File: config.mk
export PLATFORM = sky130hd
export DESIGN_NAME = stm_timer
export DESIGN_NICKNAME = d
export VERILOG_FILES = /design/src/stm_pkg.sv /design/src/stm_tick.sv /design/src/stm_timer.sv
export VERILOG_INCLUDE_DIRS = /design/src
export SDC_FILE = /design/constraint.sdc
export NUM_CORES = 1
export LEC_CHECK = 0
export BUFFER_PORTS_ARGS = -buffer_cell sky130_fd_sc_hd__buf_2
export CAP_MARGIN = 40
export CELL_PAD_IN_SITES_DETAIL_PLACEMENT = 0
export CELL_PAD_IN_SITES_GLOBAL_PLACEMENT = 1
export CORE_AREA = 2 2 128 130
export CTS_BUF_LIST = sky130_fd_sc_hd__clkbuf_8
export DETAILED_ROUTE_END_ITERATION = 8
export DIE_AREA = 0 0 130 132
export PLACE_DENSITY = 0.91
export SYNTH_ARGS = -nofsm -noshare
export SYNTH_HDL_FRONTEND = slang
export SYNTH_SLANG_ARGS = --single-unit
File: constraint.sdc
create_clock -name pclk -period 3.6 [get_ports pclk]
set_input_delay 0.18 -clock pclk [delete_from_list [all_inputs] [get_ports pclk]]
set_output_delay 0.18 -clock pclk [all_outputs]
set_load 0.005 [all_outputs]
File: src/stm_defs.svh
// Register offsets, field positions and timing constants of the timer
`ifndef STM_DEFS_SVH
`define STM_DEFS_SVH

// ****************************************************************
// Register byte addresses
// ****************************************************************
`define STM_OFF_CTRL0     12'h000
`define STM_OFF_CTRL1     12'h004
`define STM_OFF_CNT_LO    12'h008
`define STM_OFF_CNT_HI    12'h00c
`define STM_OFF_CMPA_LO   12'h010
`define STM_OFF_CMPA_HI   12'h014
`define STM_OFF_PERIOD    12'h018
`define STM_OFF_FLAGS     12'h01c

// ****************************************************************
// Field positions and values
// ****************************************************************
`define STM_C0_PAUSE      7
`define STM_C0_CK_HI      6
`define STM_C0_CK_LO      4
`define STM_C0_RUN        3
`define STM_C0_MASK       8'hf8
`define STM_C1_MODE_HI    7
`define STM_C1_MODE_LO    6
`define STM_C1_IO_HI      5
`define STM_C1_IO_LO      4
`define STM_C1_OC         3
`define STM_C1_POL        2
`define STM_C1_DPX        1
`define STM_C1_CCLR       0
`define STM_RESET_BYTE    8'h00
`define STM_RESET_WORD    16'h0000
`define STM_ONE_WORD      16'h0001
`define STM_ZERO_BYTE     8'h00
`define STM_FLAG_A        0
`define STM_FLAG_P        1

// ****************************************************************
// Clock divider ratios
// ****************************************************************
`define STM_DIV4_LAST     6'h03
`define STM_DIV16_LAST    6'h0f
`define STM_DIV64_LAST    6'h3f
`define STM_SUB_DIV_LAST  10'h3ff
`define STM_DIV_ZERO      6'h00
`define STM_SUB_ZERO      10'h000

`endif

File: src/stm_pkg.sv
// Types shared by the timer files
package stm_pkg;

    typedef enum logic [2:0] {
        STM_CK_SYS4  = 3'h0,
        STM_CK_SYS   = 3'h1,
        STM_CK_HI16  = 3'h2,
        STM_CK_HI64  = 3'h3,
        STM_CK_SUBA  = 3'h4,
        STM_CK_SUBB  = 3'h5,
        STM_CK_EXTR  = 3'h6,
        STM_CK_EXTF  = 3'h7
    } stm_clk_t;

    typedef enum logic [1:0] {
        STM_MODE_CMP = 2'h0,
        STM_MODE_CAP = 2'h1,
        STM_MODE_PWM = 2'h2,
        STM_MODE_TMR = 2'h3
    } stm_mode_t;

    typedef struct packed {
        logic     pause_hold;
        stm_clk_t clock_source_select;
        logic     counter_run;
        logic [2:0] unused;
    } stm_ctrl0_t;

    typedef struct packed {
        stm_mode_t  operating_mode_select;
        logic [1:0] pin_function_select;
        logic       output_initial_level;
        logic       output_invert;
        logic       duty_period_swap;
        logic       clear_source_select;
    } stm_ctrl1_t;

endpackage : stm_pkg

File: src/stm_tick.sv
// Clock-enable divider for one prescaled count rate
`timescale 1ns/10ps
module stm_tick #(
    parameter int W = 6
) (
    // Clock and reset
    input  wire logic         pclk,
    input  wire logic         presetn,
    // Control
    input  wire logic [W-1:0] last,
    // Enable pulse
    output logic              tick
);

    logic [W-1:0] cnt_r;
    logic [W-1:0] cnt_nxt;
    wire          wrap = (cnt_r == last);

    assign cnt_nxt = wrap ? '0 : W'(cnt_r + 1'b1);
    assign tick    = wrap;

    always_ff @(posedge pclk or negedge presetn)
    begin
        if (!presetn)
            cnt_r <= '0;
        else
            cnt_r <= cnt_nxt;
    end

endmodule : stm_tick

File: src/stm_timer.sv
// Standard 16-bit timer with APB register access
//
// The implementer's own choices: register access over APB and the address map.
`timescale 1ns/10ps
`include "stm_defs.svh"

module stm_timer (
    // APB
    input  wire logic        pclk,
    input  wire logic        presetn,
    input  wire logic        psel,
    input  wire logic        penable,
    input  wire logic        pwrite,
    input  wire logic [11:0] paddr,
    input  wire logic [31:0] pwdata,
    output logic      [31:0] prdata,
    output logic             pready,
    output logic             pslverr,
    // Clock enable from the system
    input  wire logic        high_speed_clock_en,
    // Pins
    input  wire logic        ext_clock_pin,
    input  wire logic        capture_input_pin,
    output logic             waveform_output_pin,
    output logic             waveform_output_en,
    // Status
    output logic             compare_a_flag,
    output logic             compare_p_flag,
    output logic             capture_event
);

    // ****************************************************************
    // Registers
    // ****************************************************************
    stm_pkg::stm_ctrl0_t ctrl0_r;
    stm_pkg::stm_ctrl1_t ctrl1_r;
    logic [15:0] count_r;
    logic [15:0] count_nxt;
    logic [15:0] cmpa_r;
    logic [7:0]  period_r;
    logic [7:0]  lo_buf_r;
    logic [15:0] capture_r;
    logic        flag_a_r;
    logic        flag_p_r;
    logic        run_d_r;
    logic        ext_d_r;
    logic        cap_d_r;
    logic        out_r;
    logic        out_nxt;
    logic        pulse_armed_r;
    logic [9:0]  sub_cnt_r;
    logic [31:0] rdata_nxt;

    // ****************************************************************
    // Bus decode
    // ****************************************************************
    wire acc     = psel & penable;
    wire wr      = acc & pwrite;
    wire rd      = acc & ~pwrite;
    wire hit_c0  = (paddr == `STM_OFF_CTRL0);
    wire hit_c1  = (paddr == `STM_OFF_CTRL1);
    wire hit_dl  = (paddr == `STM_OFF_CNT_LO);
    wire hit_dh  = (paddr == `STM_OFF_CNT_HI);
    wire hit_al  = (paddr == `STM_OFF_CMPA_LO);
    wire hit_ah  = (paddr == `STM_OFF_CMPA_HI);
    wire hit_rp  = (paddr == `STM_OFF_PERIOD);
    wire hit_fl  = (paddr == `STM_OFF_FLAGS);
    wire mapped  = hit_c0 | hit_c1 | hit_dl | hit_dh | hit_al | hit_ah
                 | hit_rp | hit_fl;
    wire [7:0] wbyte = pwdata[7:0];

    assign pready  = 1'b1;
    assign pslverr = acc & ~mapped;

    // ****************************************************************
    // Count rate
    // ****************************************************************
    logic tick4;
    logic tick16;
    logic tick64;

    stm_tick #(.W(6)) u_div4 (
        .pclk    (pclk),
        .presetn (presetn),
        .last    (`STM_DIV4_LAST),
        .tick    (tick4)
    );

    // High clock divider ticks pass only while its enable is present
    wire hi_tick16 = tick16 & high_speed_clock_en;
    wire hi_tick64 = tick64 & high_speed_clock_en;

    stm_tick #(.W(6)) u_div16 (
        .pclk    (pclk),
        .presetn (presetn),
        .last    (`STM_DIV16_LAST),
        .tick    (tick16)
    );

    stm_tick #(.W(6)) u_div64 (
        .pclk    (pclk),
        .presetn (presetn),
        .last    (`STM_DIV64_LAST),
        .tick    (tick64)
    );

    // Slow clock stands in as a divided system clock
    wire sub_tick = (sub_cnt_r == `STM_SUB_DIV_LAST);
    wire ext_rise = ext_clock_pin & ~ext_d_r;
    wire ext_fall = ~ext_clock_pin & ext_d_r;

    logic rate_tick;
    always_comb
    begin
        case (ctrl0_r.clock_source_select)
            stm_pkg::STM_CK_SYS4: rate_tick = tick4;
            stm_pkg::STM_CK_SYS:  rate_tick = 1'b1;
            stm_pkg::STM_CK_HI16: rate_tick = hi_tick16;
            stm_pkg::STM_CK_HI64: rate_tick = hi_tick64;
            stm_pkg::STM_CK_EXTR: rate_tick = ext_rise;
            stm_pkg::STM_CK_EXTF: rate_tick = ext_fall;
            default:              rate_tick = sub_tick;
        endcase
    end

    // ****************************************************************
    // Comparators and counter
    // ****************************************************************
    stm_pkg::stm_mode_t mode;
    assign mode = ctrl1_r.operating_mode_select;

    wire run_rise = ctrl0_r.counter_run & ~run_d_r;
    wire step     = ctrl0_r.counter_run & ~ctrl0_r.pause_hold
                  & rate_tick;
    wire [15:0] inc = 16'(count_r + `STM_ONE_WORD);

    // Matches judged on the next count so the clear comes with it
    wire p_zero  = (period_r == `STM_ZERO_BYTE);
    wire match_a = step & (inc == cmpa_r);
    wire match_p = step & (p_zero ? (inc == `STM_RESET_WORD)
                                  : (inc[15:8] == period_r)
                                    & (inc[7:0] == `STM_ZERO_BYTE));
    wire is_pwm  = (mode == stm_pkg::STM_MODE_PWM);
    wire is_cap  = (mode == stm_pkg::STM_MODE_CAP);
    wire ccl_a   = ctrl1_r.clear_source_select & ~is_pwm & ~is_cap;
    wire pwm_clr = ctrl1_r.duty_period_swap ? match_a : match_p;
    wire clr     = is_pwm ? pwm_clr
                 : is_cap ? match_p
                 : (ccl_a ? match_a : match_p);

    always_comb
    begin
        if (run_rise)
            count_nxt = `STM_RESET_WORD;
        else if (clr)
            count_nxt = `STM_RESET_WORD;
        else if (step)
            count_nxt = inc;
        else
            count_nxt = count_r;
    end

    // ****************************************************************
    // Output waveform
    // ****************************************************************
    wire [1:0] pfs     = ctrl1_r.pin_function_select;
    wire       oc      = ctrl1_r.output_initial_level;
    wire [15:0] duty_v = ctrl1_r.duty_period_swap
                       ? {period_r, `STM_ZERO_BYTE} : cmpa_r;
    wire       pwm_act = ctrl1_r.duty_period_swap & p_zero
                       ? 1'b1 : (count_r < duty_v);
    wire       cap_r_e = capture_input_pin & ~cap_d_r;
    wire       cap_f_e = ~capture_input_pin & cap_d_r;
    wire       cap_hit = is_cap & ((pfs == 2'h0 & cap_r_e)
                       | (pfs == 2'h1 & cap_f_e)
                       | (pfs == 2'h2 & (cap_r_e | cap_f_e)));

    always_comb
    begin
        out_nxt = out_r;
        case (mode)
            stm_pkg::STM_MODE_CMP:
            begin
                if (run_rise)
                    out_nxt = oc;
                else if (match_a)
                    case (pfs)
                        2'h1:    out_nxt = 1'b0;
                        2'h2:    out_nxt = 1'b1;
                        2'h3:    out_nxt = ~out_r;
                        default: out_nxt = out_r;
                    endcase
            end
            stm_pkg::STM_MODE_PWM:
            begin
                case (pfs)
                    2'h0:    out_nxt = ~oc;
                    2'h1:    out_nxt = oc;
                    2'h2:    out_nxt = pwm_act ? oc : ~oc;
                    default: out_nxt = (pulse_armed_r & ctrl0_r.counter_run
                                        & pwm_act) ? oc : ~oc;
                endcase
            end
            default: out_nxt = out_r;
        endcase
    end

    assign waveform_output_pin = out_r ^ ctrl1_r.output_invert;
    assign waveform_output_en  = ctrl0_r.counter_run
                               & (mode != stm_pkg::STM_MODE_TMR)
                               & ~is_cap;
    assign compare_a_flag = flag_a_r;
    assign compare_p_flag = flag_p_r;
    assign capture_event  = cap_hit;

    // ****************************************************************
    // Read data
    // ****************************************************************
    always_comb
    begin
        rdata_nxt = 32'h0000_0000;
        if (hit_c0)
            rdata_nxt[7:0] = ctrl0_r & `STM_C0_MASK;
        else if (hit_c1)
            rdata_nxt[7:0] = ctrl1_r;
        else if (hit_dl | hit_al)
            rdata_nxt[7:0] = lo_buf_r;
        else if (hit_dh)
            rdata_nxt[7:0] = is_cap ? capture_r[15:8] : count_r[15:8];
        else if (hit_ah)
            rdata_nxt[7:0] = cmpa_r[15:8];
        else if (hit_rp)
            rdata_nxt[7:0] = period_r;
        else if (hit_fl)
            rdata_nxt[1:0] = {flag_p_r, flag_a_r};
    end
    assign prdata = rdata_nxt;

    // ****************************************************************
    // State
    // ****************************************************************
    always_ff @(posedge pclk or negedge presetn)
    begin
        if (!presetn)
        begin
            ctrl0_r  <= stm_pkg::stm_ctrl0_t'(`STM_RESET_BYTE);
            ctrl1_r  <= stm_pkg::stm_ctrl1_t'(`STM_RESET_BYTE);
            period_r <= `STM_RESET_BYTE;
            cmpa_r   <= `STM_RESET_WORD;
        end
        else if (wr)
        begin
            if (hit_c0)
                ctrl0_r <= stm_pkg::stm_ctrl0_t'(wbyte & `STM_C0_MASK);
            if (hit_c1)
                ctrl1_r <= stm_pkg::stm_ctrl1_t'(wbyte);
            if (hit_rp)
                period_r <= wbyte;
            if (hit_ah)
                cmpa_r <= {wbyte, lo_buf_r};
        end
    end

    always_ff @(posedge pclk or negedge presetn)
    begin
        if (!presetn)
            lo_buf_r <= `STM_RESET_BYTE;
        else if (wr & hit_al)
            lo_buf_r <= wbyte;
        else if (rd & hit_dh)
            lo_buf_r <= is_cap ? capture_r[7:0] : count_r[7:0];
        else if (rd & hit_ah)
            lo_buf_r <= cmpa_r[7:0];
    end

    always_ff @(posedge pclk or negedge presetn)
    begin
        if (!presetn)
        begin
            count_r       <= `STM_RESET_WORD;
            capture_r     <= `STM_RESET_WORD;
            run_d_r       <= 1'b0;
            ext_d_r       <= 1'b0;
            cap_d_r       <= 1'b0;
            out_r         <= 1'b0;
            pulse_armed_r <= 1'b0;
            sub_cnt_r     <= `STM_SUB_ZERO;
        end
        else
        begin
            count_r   <= count_nxt;
            run_d_r   <= ctrl0_r.counter_run;
            ext_d_r   <= ext_clock_pin;
            cap_d_r   <= capture_input_pin;
            out_r     <= out_nxt;
            sub_cnt_r <= 10'(sub_cnt_r + 1'b1);
            if (cap_hit)
                capture_r <= count_r;
            if (run_rise)
                pulse_armed_r <= 1'b1;
            else if (pfs == 2'h3 & pwm_clr)
                pulse_armed_r <= 1'b0;
        end
    end

    // Hardware set wins over a software clear in the same cycle
    wire set_a = match_a;
    wire set_p = match_p & ~(ccl_a & ~is_pwm);
    wire clr_a = wr & hit_fl & wbyte[`STM_FLAG_A];
    wire clr_p = wr & hit_fl & wbyte[`STM_FLAG_P];

    always_ff @(posedge pclk or negedge presetn)
    begin
        if (!presetn)
        begin
            flag_a_r <= 1'b0;
            flag_p_r <= 1'b0;
        end
        else
        begin
            flag_a_r <= set_a | (flag_a_r & ~clr_a);
            flag_p_r <= set_p | (flag_p_r & ~clr_p);
        end
    end

endmodule : stm_timer

Word-level counts from Yosys, hierarchy flattened:

Cells that the tools add are included.
Widths: inputs -> output; s select.

* add/subtract/negate cells: 5
* magnitude comparators: 1
* eq/ne operators: 26
* muxes and demuxes: 36
* bitwise logic cells: 67
* reductions and logical operators: 16

Operator list (count)
* $mux 8: 10
* $mux 16: 4
* $eq 12x5->1 const B: 4
* $and 1x1->1: 38
* $eq 12x4->1 const B: 2
* $mux 6: 4
* $add 6x1->6 const B: 3
* $add 16x1->16 const B: 1
* $eq 16x16->1: 1
* $logic_not 16->1: 1
* $logic_not 8->1: 2
* $lt 16x16->1: 1
* $not 1->1: 15
* $or 1x1->1: 13
* $eq 12x3->1 const B: 1
* $logic_not 12->1: 1
* $mux 1: 12
* $add 10x1->10 const B: 1
* $eq 10x10->1 const B: 1
* $eq 8x8->1: 1
* $reduce_and 2->1: 4
* $eq 2x2->1 const B: 3
* $eq 3x2->1 const B: 2
* $eq 3x3->1 const B: 2
* 18 further kinds: 24

* register bits: 112
* input port bits: 52
* output and inout port bits: 39
* logic and storage cells: 176

Depth between registers and ports, before layout:

Gate-level depths: netlist of run 1.

* depth after elaboration: 10
* depth in mapped cells: 11

Cells and area by module:

From an unflattened synthesis of run 1, not the netlist that was laid out.

* cells, all modules: 751
* area, all modules: 7240.7 um2

By module, submodules not included
* stm_timer: times used 1, cells an instance 658, area each 6227.2 um2, sequential area each 2352.3 um2
* stm_tick: times used 3, cells an instance 31, area each 337.8 um2, sequential area each 150.1 um2

Worst setup path after synthesis of run 1:

Ideal clock, no wire load.

* kind: reg2reg
* from: register count_r[1]
* to: register count_r[10]
* arrival time: 2871 ps
* slack: 590 ps
* stages on the path, launching flop included: 11
* path buffers: 2
* clock period less this slack: 3010 ps
* cell sequence: dfrtp_1 ha_1 nand3_2 or3_1 buf_2 nand3_2 or3b_1 or4_4 o31ai_4 buf_6 a211oi_1

* cells in the longest elaborated chain, start to end: 10
* elaborated cells between the ends (all ways): 17
* classes of those cells: add/sub (1); eq/ne (2); mux (8); bitwise (3); reduce/logical (3)

RTL lines
* start: declaration: RTL line stm_timer.sv:37 `logic [15:0] count_r;`
* start signal: assignment: RTL line stm_timer.sv:280 `` count_r <= `STM_RESET_WORD; ``
* start signal: assignment: RTL line stm_timer.sv:291 `count_r <= count_nxt;`
* $add 16x1->16 (no source line) (*)
* $eq 8x8->1 / $logic_not 8->1 (equally long branches)
* $and 1x1->1: RTL line stm_timer.sv:141 `: (inc[15:8] == period_r)`
* $mux 1: RTL line stm_timer.sv:140 `` wire match_p = step & (p_zero ? (inc == `STM_RESET_WORD) ``
* $and 1x1->1: RTL line stm_timer.sv:140
* $mux 1: RTL line stm_timer.sv:149 `: (ccl_a ? match_a : match_p);`
* $mux 1: RTL line stm_timer.sv:148 `: is_cap ? match_p`
* $mux 1: RTL line stm_timer.sv:147 `wire clr = is_pwm ? pwm_clr`
* $mux 16: RTL line stm_timer.sv:155 `else if (clr)`
* $mux 16: RTL line stm_timer.sv:153 `if (run_rise)`

Every way passes the cells marked *; elsewhere a longest branch is shown, timed or not. The select of a mux whose other input is x is not followed.
A chain may end at the register's enable or synchronous reset.

Worst setup path after layout of run 1:

* from: register count_r[7]
* to: register count_r[14]

The elaborated chain is that of the path after synthesis.

==> results of run 1 <==
critical path, cell delays in order, from the launching register on:
cell and delay, ns:
dfrtp_1 0.62, nand4_4 0.31, or3_1 0.56, nand3_2 0.13, or3b_1 0.36, or4_4 0.55
o31ai_4 0.17, buf_4 0.25, a211oi_1 0.10
layout by cell type, fill, tap and decap left out, types with 16 or more instances in the layout:
cell / instances
mux2_2: 48
buf_4: 28
xor2_1: 22
dfrtp_1: 112
conb_1: 25
nand3_1: 24
xnor2_1: 38
nor2_1: 59
inv_1: 16
nand2b_1: 20
a21oi_1: 40
nand2_1: 76
mux2i_1: 22
ha_1: 27
nor3_1: 21
a211oi_1: 17
o21ai_0: 26
buf_2: 40
cell type report:
| cell class | count | area, sq um |
|---|---|---|
| sequential | 112 | 2800 |
| timing repair buffer | 72 | 460 |
| fill | 1463 | 7710 |
| multi-input combinational | 606 | 4190 |
| inverter | 16 | 60.1 |
| tap | 216 | 270 |
| clock buffer | 9 | 124 |
| clock inverter | 7 | 97.6 |
sequential cells by signal, summed over array words and instances (netlist names), 8 cells and up:
name and cells:
capture_r 16, cmpa_r 16, count_r 16, sub_cnt_r 10, lo_buf_r 8, period_r 8
report_power, final:
| group | total (uW) | switching, uW | internal (uW) | leakage (uW) |
|---|---|---|---|---|
| clock network | 840 | 498 | 342 | 0.000109 |
| registers | 1260 | 2.23 | 1260 | 0.00149 |
| logic | 84.7 | 60.1 | 24.6 | 0.00194 |
per-stage QoR:
step | worst slack, ns | instances | util (%)
floorplan | 0.590 | 801 | -
global placement | 0.520 | 1019 | 49.3
global route | 0.236 | 1038 | 50.9
detailed placement | 0.491 | 1019 | 49.3
CTS | 0.462 | 1038 | 50.9
finish | 0.409 | 1038 | 50.9
cells by family (layout without fill, tap and decap cells):
family | Yosys count | in the layout | synth area share (%)
adder cells (fa/ha/maj) | 27 | 27 | 4.60
other | 2 | 25 | 0.102
buffers and inverters | 83 | 104 | 5.99
XOR/XNOR | 63 | 63 | 8.10
AND/OR/NAND/NOR | 278 | 278 | 19.5
flip-flops | 112 | 112 | 38.2
multiplexers | 70 | 70 | 10.4
AO/OA/AOI/OAI | 143 | 143 | 13.1
path summary, 6_finish.rpt:
path / startpoint / slack (ns) / endpoint / depth (start not counted)
max: count_r[7]$_DFFE_PN0P_ / 0.41 / count_r[14]$_DFFE_PN0P_ / 8
min: pwdata[1] / 0.06 / lo_buf_r[1]$_DFFE_PN0P_ / 3
max reg2reg: count_r[7]$_DFFE_PN0P_ / 0.41 / count_r[14]$_DFFE_PN0P_ / 8
min reg2reg: sub_cnt_r[0]$_DFF_PN0_ / 0.48 / sub_cnt_r[0]$_DFF_PN0_ / 1
max in group asynchronous: presetn / 2.51 / lo_buf_r[6]$_DFFE_PN0P_ / 3
min in group asynchronous: presetn / 0.33 / u_div16.cnt_r[0]$_DFF_PN0_ / 2
routing by layer:
layer / global-route usage (%) / routed length [microns]
met1: 31.9 / 8630
met5: 0 / 0
met2: 33.6 / 8580
met4: 6.87 / 344
met3: 3.33 / 924
==> impl_metrics.tcl, run 1 <==
set metrics [dict create \
    run_status "complete, no violations" \
    grt_pass1_vias 5513 \
    post_synth_most_frequent_cells "112 x dfrtp_1, 76 x nand2_1, 59 x nor2_1" \
    cts_max_level 3 \
    irDropWorstVdd_uv 221 \
    totalWireLength_mm 18.5 \
    ys_seq_area_share_pct 38.2 \
    max_cap_violations 0 \
    design.portCount 91 \
    period_needed_ns 3.19 \
    clock_latency_ns 0.40 \
    grt_pass1_wl_mm 29.3 \
    postSynthCellCount 778 \
    post_synth_instance_area_sq_um 7340 \
    tritoncts "done" \
    yosysWarnings 0 \
    cts_sinks 112 \
    cts_buffer_count 9 \
    grt_usage_pct 21.9 \
    worst-endpoint-arrival_ns 3.46 \
    critPathRequiredTime_ns 3.87 \
    rsz0062_at_grt "no" \
    iter_0_drt_violations 447 \
    yosysMostFrequentCell "dfrtp_1" \
    asyncSetResetFlopFracSynth_pct 100 \
    syn-mean-instance-area_sq_um 9.43 \
    cts_setup_buffers 0 \
    area_growth_pct 9.06 \
    drc 0 \
    dominantRegCellSynth "dfrtp_1" \
    end_kind "flip-flop" \
    startpoint_class "flip-flop" \
    number_of_enable_type_register_cells_in_the_synthesized_netlist 0 \
    post_synth_num_cell_types 70 \
    layout.cell_area.non_filler_sq_um 8000 \
    place_hpwl_mm 13.9 \
    timing.final.hold_violations 0 \
    fp.coreArea_sq_um 15700 \
    post_cts_resize_count 0 \
    finClkSkew_ns 0.0176 \
    die-area_sq_um 17200 \
    timing_worst_slew_pin_value_ns 0.695 \
    synth_top_cells_by_area "dfrtp_1 38%, mux2_2 7.4%, ha_1 4.6%" \
    detailed_route_vias_per_instance 5.71 \
    gp_routability_congestion 0.940 \
    detail_route.wl_per_cell_microns 17.8 \
    power.total_uw 2190 \
    period_share_pct 88.6 \
    hold_slack_ns 0.0570 \
    post_route_cells_drive_above_1_share_pct 17.8 \
    worst_hold_path_type "in -> reg" \
    fp.dieH_microns 132 \
    route.vias.total 5930 \
    synth_seq_cells 112 \
    grt-ovfl-total 0 \
    timing.max_slew.rel_slack_pct 53.4 \
    std_cell_rows 46 \
    nNetsFinal 896 \
    yosysTopAreaCell "dfrtp_1" \
    worst_setup_path_type "reg -> reg" \
    power.leakage_uw 0.00353 \
    hold_buffers 3 \
    synth.top_cell.area_share_pct 38.2 \
    setup_viol_count_final 0 \
    antenna_cells_inserted 0 \
    initial_core_util_pct 46.7 \
    antenna_violating_nets_post_route 0 \
    max_slew_vio_count 0 \
    clock_tree.root_cell "clkbuf_8" \
    place_area_sq_um 7750 \
    buffer_ports.inserted 41 \
    die_width_microns 130 \
    achievable-frequency_mhz 313 \
    pin_count_of_the_biggest_net_entering_global_routing 65 \
    cellPowerDensity_nw_per_um2 273 \
    drt_pass1_iterations 7 \
    grt_antenna_before_repair 0 \
    cts.reportedPaths.clkPinSlew_ns 0.12 \
    maximum_clock_path_buffer_count 2 \
    worst-path-max-fanout 20 \
    fin_setup_tns_ns 0 \
]
Power figures use the tool's default switching activity.
==> inputs of run 2 (changes only) <==
Settings changed: ABC_AREA set to 1, CORE_AREA 2 2 128 130 to 2 2 132 134, DIE_AREA 0 0 130 132 to 0 0 134 136, PLACE_DENSITY 0.91 to 0.89.
==> run 2 against run 1 <==
Compared with the run above:
- non-clock buffer count is 20 lower
- final cell count is 19% higher
- first-iteration DRC count is 33% higher
- utilization is 4.1 points lower
- clock power is 9.2% lower
- count of clock-buffer cells in the layout stayed put
- power is 3.2% lower
- maximum frequency is 13% higher
- synthesized cell count is 24% higher
- area after synthesis is 0.46% lower
- critical path type unchanged
- critical endpoint is now count_r[1]$_DFFE_PN0P_
- highest routed layer unchanged
==> impl_metrics.tcl, run 2 <==
set metrics [dict create \
    cts.reportedPaths.clkPinSlew_ns 0.12 \
    critPathRequiredTime_ns 3.91 \
    maximum_clock_path_buffer_count 2 \
    top_usage_layer "met2" \
    syn-mean-instance-area_sq_um 7.55 \
    route.vias.total 6532 \
    cts_setup_buffers 0 \
    startpoint_class "flip-flop" \
    path_cells "ha_1, nand2_2, nor2_4, nand2_4, nor2_4, xor2_1, nand2_1, nand2_1, nor2_1, nand3_1, nand2_1, nand3_1, nand3_2, a21boi_0" \
    hold_path_depth 3 \
    initial_core_util_pct 43.3 \
    iter_0_drt_violations 593 \
    cts_buffer_count 9 \
    place_hpwl_mm 15.8 \
    post_synth_most_frequent_cells "244 x nand2_1, 117 x inv_1, 112 x dfrtp_1" \
    synth.top_cell.area_share_pct 38.4 \
    power.total_uw 2120 \
    place_area_sq_um 7690 \
    number_of_enable_type_register_cells_in_the_synthesized_netlist 0 \
    cellPowerDensity_nw_per_um2 268 \
    worst_hold_path.endpoint "lo_buf_r[4]$_DFFE_PN0P_" \
    die-area_sq_um 18200 \
    totalWireLength_mm 20.7 \
    max_slew_vio_count 0 \
    cts_max_level 3 \
    reg2reg_slack_ns 0.78 \
    setup_viol_count_final 0 \
    pin_count_of_the_biggest_net_entering_global_routing 63 \
    worst_setup_path_type "reg -> reg" \
    grt-ovfl-total 0 \
    final_cell_mix "244 x nand2_1, 118 x inv_1, 112 x dfrtp_1" \
    dominantRegCellSynth "dfrtp_1" \
    synth_seq_cells 112 \
    post_route_cells_drive_above_1_share_pct 11.2 \
    yosysWarnings 0 \
    finClkSkew_ns 0.0137 \
    nNetsFinal 1089 \
    gp_routability_congestion 0.912 \
    period_share_pct 78.2 \
    achievable-frequency_mhz 355 \
    regToRegStartpoint "count_r[0]$_DFFE_PN0P_" \
    mostFrequentLayoutCell "nand2_1" \
    clock_latency_ns 0.40 \
    grt_pass1_vias 6066 \
    worst-path-max-fanout 16 \
    fin_setup_tns_ns 0 \
    cpMostUsedCell "nand2_1" \
    max_cap_violations 0 \
    power.leakage_uw 0.00382 \
    use_met1_pct 31.7 \
    cpMaxStageDelayCell "dfrtp_1" \
    buffer_ports.inserted 41 \
    worst-endpoint-arrival_ns 3.12 \
    worst_path_dominant_cell_family "simple AND/OR/NAND/NOR gates" \
    std_cell_rows 48 \
    hold_path.startpoint "pwdata[4]" \
    detail_route.wl_per_cell_microns 16.7 \
    drt_pass1_iterations 5 \
    worstPathBufferInverterCount 0 \
    grt_pass1_wl_mm 32.8 \
    fp.coreArea_sq_um 16900 \
    fp.dieH_microns 136 \
    detailed_route_vias_per_instance 5.27 \
    area_growth_pct 8.22 \
    r2r-end "count_r[1]$_DFFE_PN0P_" \
    yosysMostFrequentCell "nand2_1" \
    post_synth_num_cell_types 50 \
    grt_usage_pct 23.5 \
    timing.final.hold_violations 0 \
    antenna_violating_nets_post_route 0 \
    rsz0062_at_grt "no" \
    ys_seq_area_share_pct 38.4 \
    run_status "complete, no violations" \
    synth_top_cells_by_area "dfrtp_1 38%, nand2_1 13%, o21ai_0 6.4%" \
    post_synth_instance_area_sq_um 7300 \
    clock_tree.root_cell "clkbuf_8" \
    layout.cell_area.non_filler_sq_um 7900 \
    met2_usage_pct 38.2 \
    design.portCount 91 \
    critical_path.max_stage_delay_ns 0.48 \
    reg2reg_depth 14 \
    period_needed_ns 2.82 \
    timing.max_slew.rel_slack_pct 50.5 \
    tritoncts "done" \
    grtUsageMet3_pct 4.59 \
    end_kind "flip-flop" \
    grt_antenna_before_repair 0 \
    timing_worst_slew_pin_value_ns 0.737 \
    worst_hold_path_type "in -> reg" \
    antenna_cells_inserted 0 \
    postSynthCellCount 967 \
    cts_sinks 112 \
    largestRegisters "capture_r: 16 flops, cmpa_r: 16 flops, count_r: 16 flops" \
    hold_slack_ns 0.0407 \
    drc 0 \
    asyncSetResetFlopFracSynth_pct 100 \
    yosysTopAreaCell "dfrtp_1" \
    die_width_microns 134 \
    irDropWorstVdd_uv 168 \
]
[run 2: changes by cell type after synthesis, sizes merged, moves of 20 or more]
cell | previous run | this run
inv | 16 | 123
mux2 | 48 | 1
mux2i | 22 | 2
nand2 | 76 | 255
nand2b | 20 | 0
nand3 | 26 | 69
nor2 | 59 | 79
o21ai | 27 | 96
xnor2 | 38 | 4
[run 2: layer usage]
layer | share of wire, % | routed length (microns)
met5 | 0 | 0
met4 | 2.2 | 459
met3 | 7.4 | 1530
met2 | 46 | 9550
met1 | 44 | 9200
[run 2: logic make-up after synthesis]
kind of cell | share of synthesized area [%]
compound gates | 15.8
xor+xnor | 3.79
fa+ha+maj | 4.63
buf+inv | 10.1
flops | 38.4
mux | 0.428
other cells | 0.103
simple gates | 26.7
[run 2: cell type report]
type,count,area [sq um]
Inverter,124,465
Timing Repair Buffer,52,318
Fill cell,1715,8970
Multi-Input combinational cell,711,3850
Clock inverter,7,61.3
Tap cell,225,282
Clock buffer,9,124
Sequential cell,112,2800
[run 2: how the worst max path moves through the flow]
stage	depth (start not counted)	endpoint	start
after floorplan	17	out_r$_DFFE_PN0P_	ctrl1_r[1]$_DFFE_PN0P_
after global placement	12	count_r[2]$_DFFE_PN0P_	sub_cnt_r[0]$_DFF_PN0_
after detailed placement	12	count_r[4]$_DFFE_PN0P_	sub_cnt_r[0]$_DFF_PN0_
after CTS	14	count_r[4]$_DFFE_PN0P_	count_r[0]$_DFFE_PN0P_
after global routing	14	count_r[1]$_DFFE_PN0P_	count_r[0]$_DFFE_PN0P_
final	14	count_r[1]$_DFFE_PN0P_	count_r[0]$_DFFE_PN0P_
[run 2: tightest hold or removal path, stage by stage]
cell     delay [ns]
buf_2          0.10
a22oi_1        0.07
o21ai_0        0.07
[run 2: per-stage QoR]
stage / setup slack (ns) / utilization [%] / cells
after floorplan: 1.42 / - / 990
after global placement: 0.885 / 45.5 / 1220
after detailed placement: 0.839 / 45.6 / 1221
after CTS: 0.797 / 46.8 / 1240
after global routing: 0.428 / 46.8 / 1240
final: 0.785 / 46.8 / 1240
[run 2: report_power, final]
| part | switching (uW) | internal (uW) | total, uW |
|---|---|---|---|
| registers | 3.36 | 1260 | 1260 |
| logic | 65.3 | 24.7 | 90.1 |
| clock network | 494 | 269 | 763 |
[run 2: timing repair]
item / CTS / global route
hold buffers: 3 / 0
hold endpoints to repair: 52 / 0
resized for setup: 0 / 0
==> inputs of run 3 (changes only) <==
Settings changed: CORE_AREA 2 2 132 134 to 2 2 139 141, DIE_AREA 0 0 134 136 to 0 0 141 143, PLACE_DENSITY 0.89 to 0.85.
Clock period 3.6 ns to 2.3 ns, I/O delays scaled along.
==> run 3 against run 2 <==
Compared with the run above:
- the run now ends with negative setup slack left
- sequential cell count did not move
- first-iteration DRC count shrank 5.9%
- clock skew increased by 0.0019 ns
- die area up 11%
- count of clock-buffer cells in the layout did not move
- register-to-register slack lost 0.86 ns
- utilization up 0.97 points
- critical path type unchanged
- largest cell class unchanged
- largest power group unchanged
==> impl_metrics.tcl, run 3 (synthesis results as in run 2) <==
set metrics [dict create \
    worst_setup_path_type "reg -> reg" \
    largestRegisters "capture_r: 16 flops, cmpa_r: 16 flops, count_r: 16 flops" \
    cts_max_level 3 \
    critical_path.max_stage_delay_ns 0.37 \
    worst_hold_path_type "in -> reg" \
    place_hpwl_mm 16.9 \
    finClkSkew_ns 0.0156 \
    grt_pass1_vias 6498 \
    nNetsFinal 1172 \
    rsz0062_at_grt "yes" \
    final_cell_mix "230 x nand2_1, 115 x inv_1, 109 x dfrtp_1" \
    pin_count_of_the_biggest_net_entering_global_routing 57 \
    cpMostUsedCell "nor2_2" \
    detail_route.wl_per_cell_microns 16.3 \
    antenna_cells_inserted 0 \
    fin_setup_tns_ns -0.967 \
    cellPowerDensity_nw_per_um2 374 \
    fp.coreArea_sq_um 18600 \
    cts_buffer_count 9 \
    iter_0_drt_violations 558 \
    path_cells "ha_2, nand3_2, nor2_2, nand2_2, o21ai_2, nand3_1, nor2_2, buf_4, nand3_1, nor2_2, nand4_1, nand3_4, buf_12, a21boi_1" \
    fp.dieH_microns 143 \
    layout_setup_ws_ns -0.0744 \
    totalWireLength_mm 21.7 \
    failing_checks "negative setup slack" \
    grt-ovfl-total 0 \
    max_cap_violations 0 \
    startpoint_class "flip-flop" \
    place_area_sq_um 8260 \
    std_cell_rows 50 \
    period_share_pct 103 \
    timing.final.hold_violations 0 \
    die-area_sq_um 20200 \
    design.portCount 91 \
    grt_antenna_before_repair 0 \
    post_route_cells_drive_above_1_share_pct 23.0 \
    area_growth_pct 21.6 \
    worst-endpoint-arrival_ns 2.67 \
    cts.reportedPaths.clkPinSlew_ns 0.12 \
    worst-path-max-fanout 7 \
    drc 0 \
    gp_routability_congestion 0.931 \
    initial_core_util_pct 39.3 \
    clock_tree.root_cell "clkbuf_8" \
    layout.filler_cells 1812 \
    buffer_ports.inserted 41 \
    detailed_route_vias_per_instance 5.14 \
    timing.max_slew.rel_slack_pct 63.0 \
    power.leakage_uw 0.00427 \
    cts_sinks 112 \
    tritoncts "done" \
    timing_worst_slew_pin_value_ns 0.553 \
    setup_viol_count_final 17 \
    clock_latency_ns 0.41 \
    critPathRequiredTime_ns 2.60 \
    maximum_clock_path_buffer_count 2 \
    worstPathBufferInverterCount 2 \
    period_needed_ns 2.37 \
    layout.cell_area.non_filler_sq_um 8880 \
    die_width_microns 141 \
    grt_usage_pct 22.2 \
    cpMaxStageDelayCell "dfrtp_1" \
    route.vias.total 6850 \
    max_slew_vio_count 0 \
    irDropWorstVdd_uv 198 \
    run_status "complete, but fails checks" \
    end_kind "flip-flop" \
    achievable-frequency_mhz 421 \
    grt_pass1_wl_mm 34.5 \
    antenna_violating_nets_post_route 0 \
    power.total_uw 3320 \
    worst_path_dominant_cell_family "simple AND/OR/NAND/NOR gates" \
    drt_pass1_iterations 5 \
    mostFrequentLayoutCell "nand2_1" \
]
[run 3: where the power goes]
| group | total [uW] | leakage (uW) | internal [uW] | switching [uW] |
|---|---|---|---|---|
| Combinational | 154 | 0.00269 | 46.8 | 107 |
| Clock | 1190 | 0.000101 | 422 | 767 |
| Sequential | 1980 | 0.00148 | 1970 | 4.84 |
[run 3: layer usage]
metal	track usage, %	wire, microns	up-vias
met5	0	0	-
met4	7.53	495	0
met3	3.42	1520	39
met2	35.5	9780	231
met1	30.8	9920	3195
li1	-	-	3385
[run 3: final cells by class]
type                            count  area [sq um]  area share [%]
Clock inverter                      7          63.8           0.718
Sequential cell                   112          2810            31.6
Clock buffer                        9           124            1.39
Multi-Input combinational cell    711          4100            46.2
Inverter                          124           469            5.28
Tap cell                          234           293            3.30
Timing Repair Buffer              135          1030            11.6
[run 3: timing repair]
item	4_1_cts	5_1_grt
gates resized for setup	40	49
setup endpoints to repair	26	25
hold endpoints to repair	54	0
hold buffers	6	0
cloned	1	0
pin swaps	5	28
setup buffers	5	5
[run 3: worst paths after layout]
check / depth (start not counted) / slack (ns) / endpoint / startpoint
max: 14 / -0.07 / count_r[1]$_DFFE_PN0P_ / sub_cnt_r[1]$_DFF_PN0_
min: 3 / 0.06 / lo_buf_r[2]$_DFFE_PN0P_ / pwdata[2]
max reg2reg: 14 / -0.07 / count_r[1]$_DFFE_PN0P_ / sub_cnt_r[1]$_DFF_PN0_
min reg2reg: 1 / 0.47 / u_div16.cnt_r[0]$_DFF_PN0_ / u_div16.cnt_r[0]$_DFF_PN0_
max in group asynchronous: 3 / 1.39 / capture_r[0]$_DFFE_PN0P_ / presetn
min in group asynchronous: 2 / 0.15 / sub_cnt_r[7]$_DFF_PN0_ / presetn
[run 3: metrics by stage]
stage               hold WS, ns  cells  util, %  worst slack (ns)
finish                   0.0565   1332     47.8           -0.0744
global route             0.0813   1332     47.8            -0.234
CTS                      0.0488   1327     46.9           -0.0646
floorplan                -0.181    990        -             0.123
detailed placement       0.0522   1299     44.5            -0.156
global placement         0.0473   1299     44.5            -0.139
[run 3: worst min-delay path, stage by stage]
cell,delay [ns]
buf_2,0.11
o22ai_1,0.16
a41oi_1,0.06
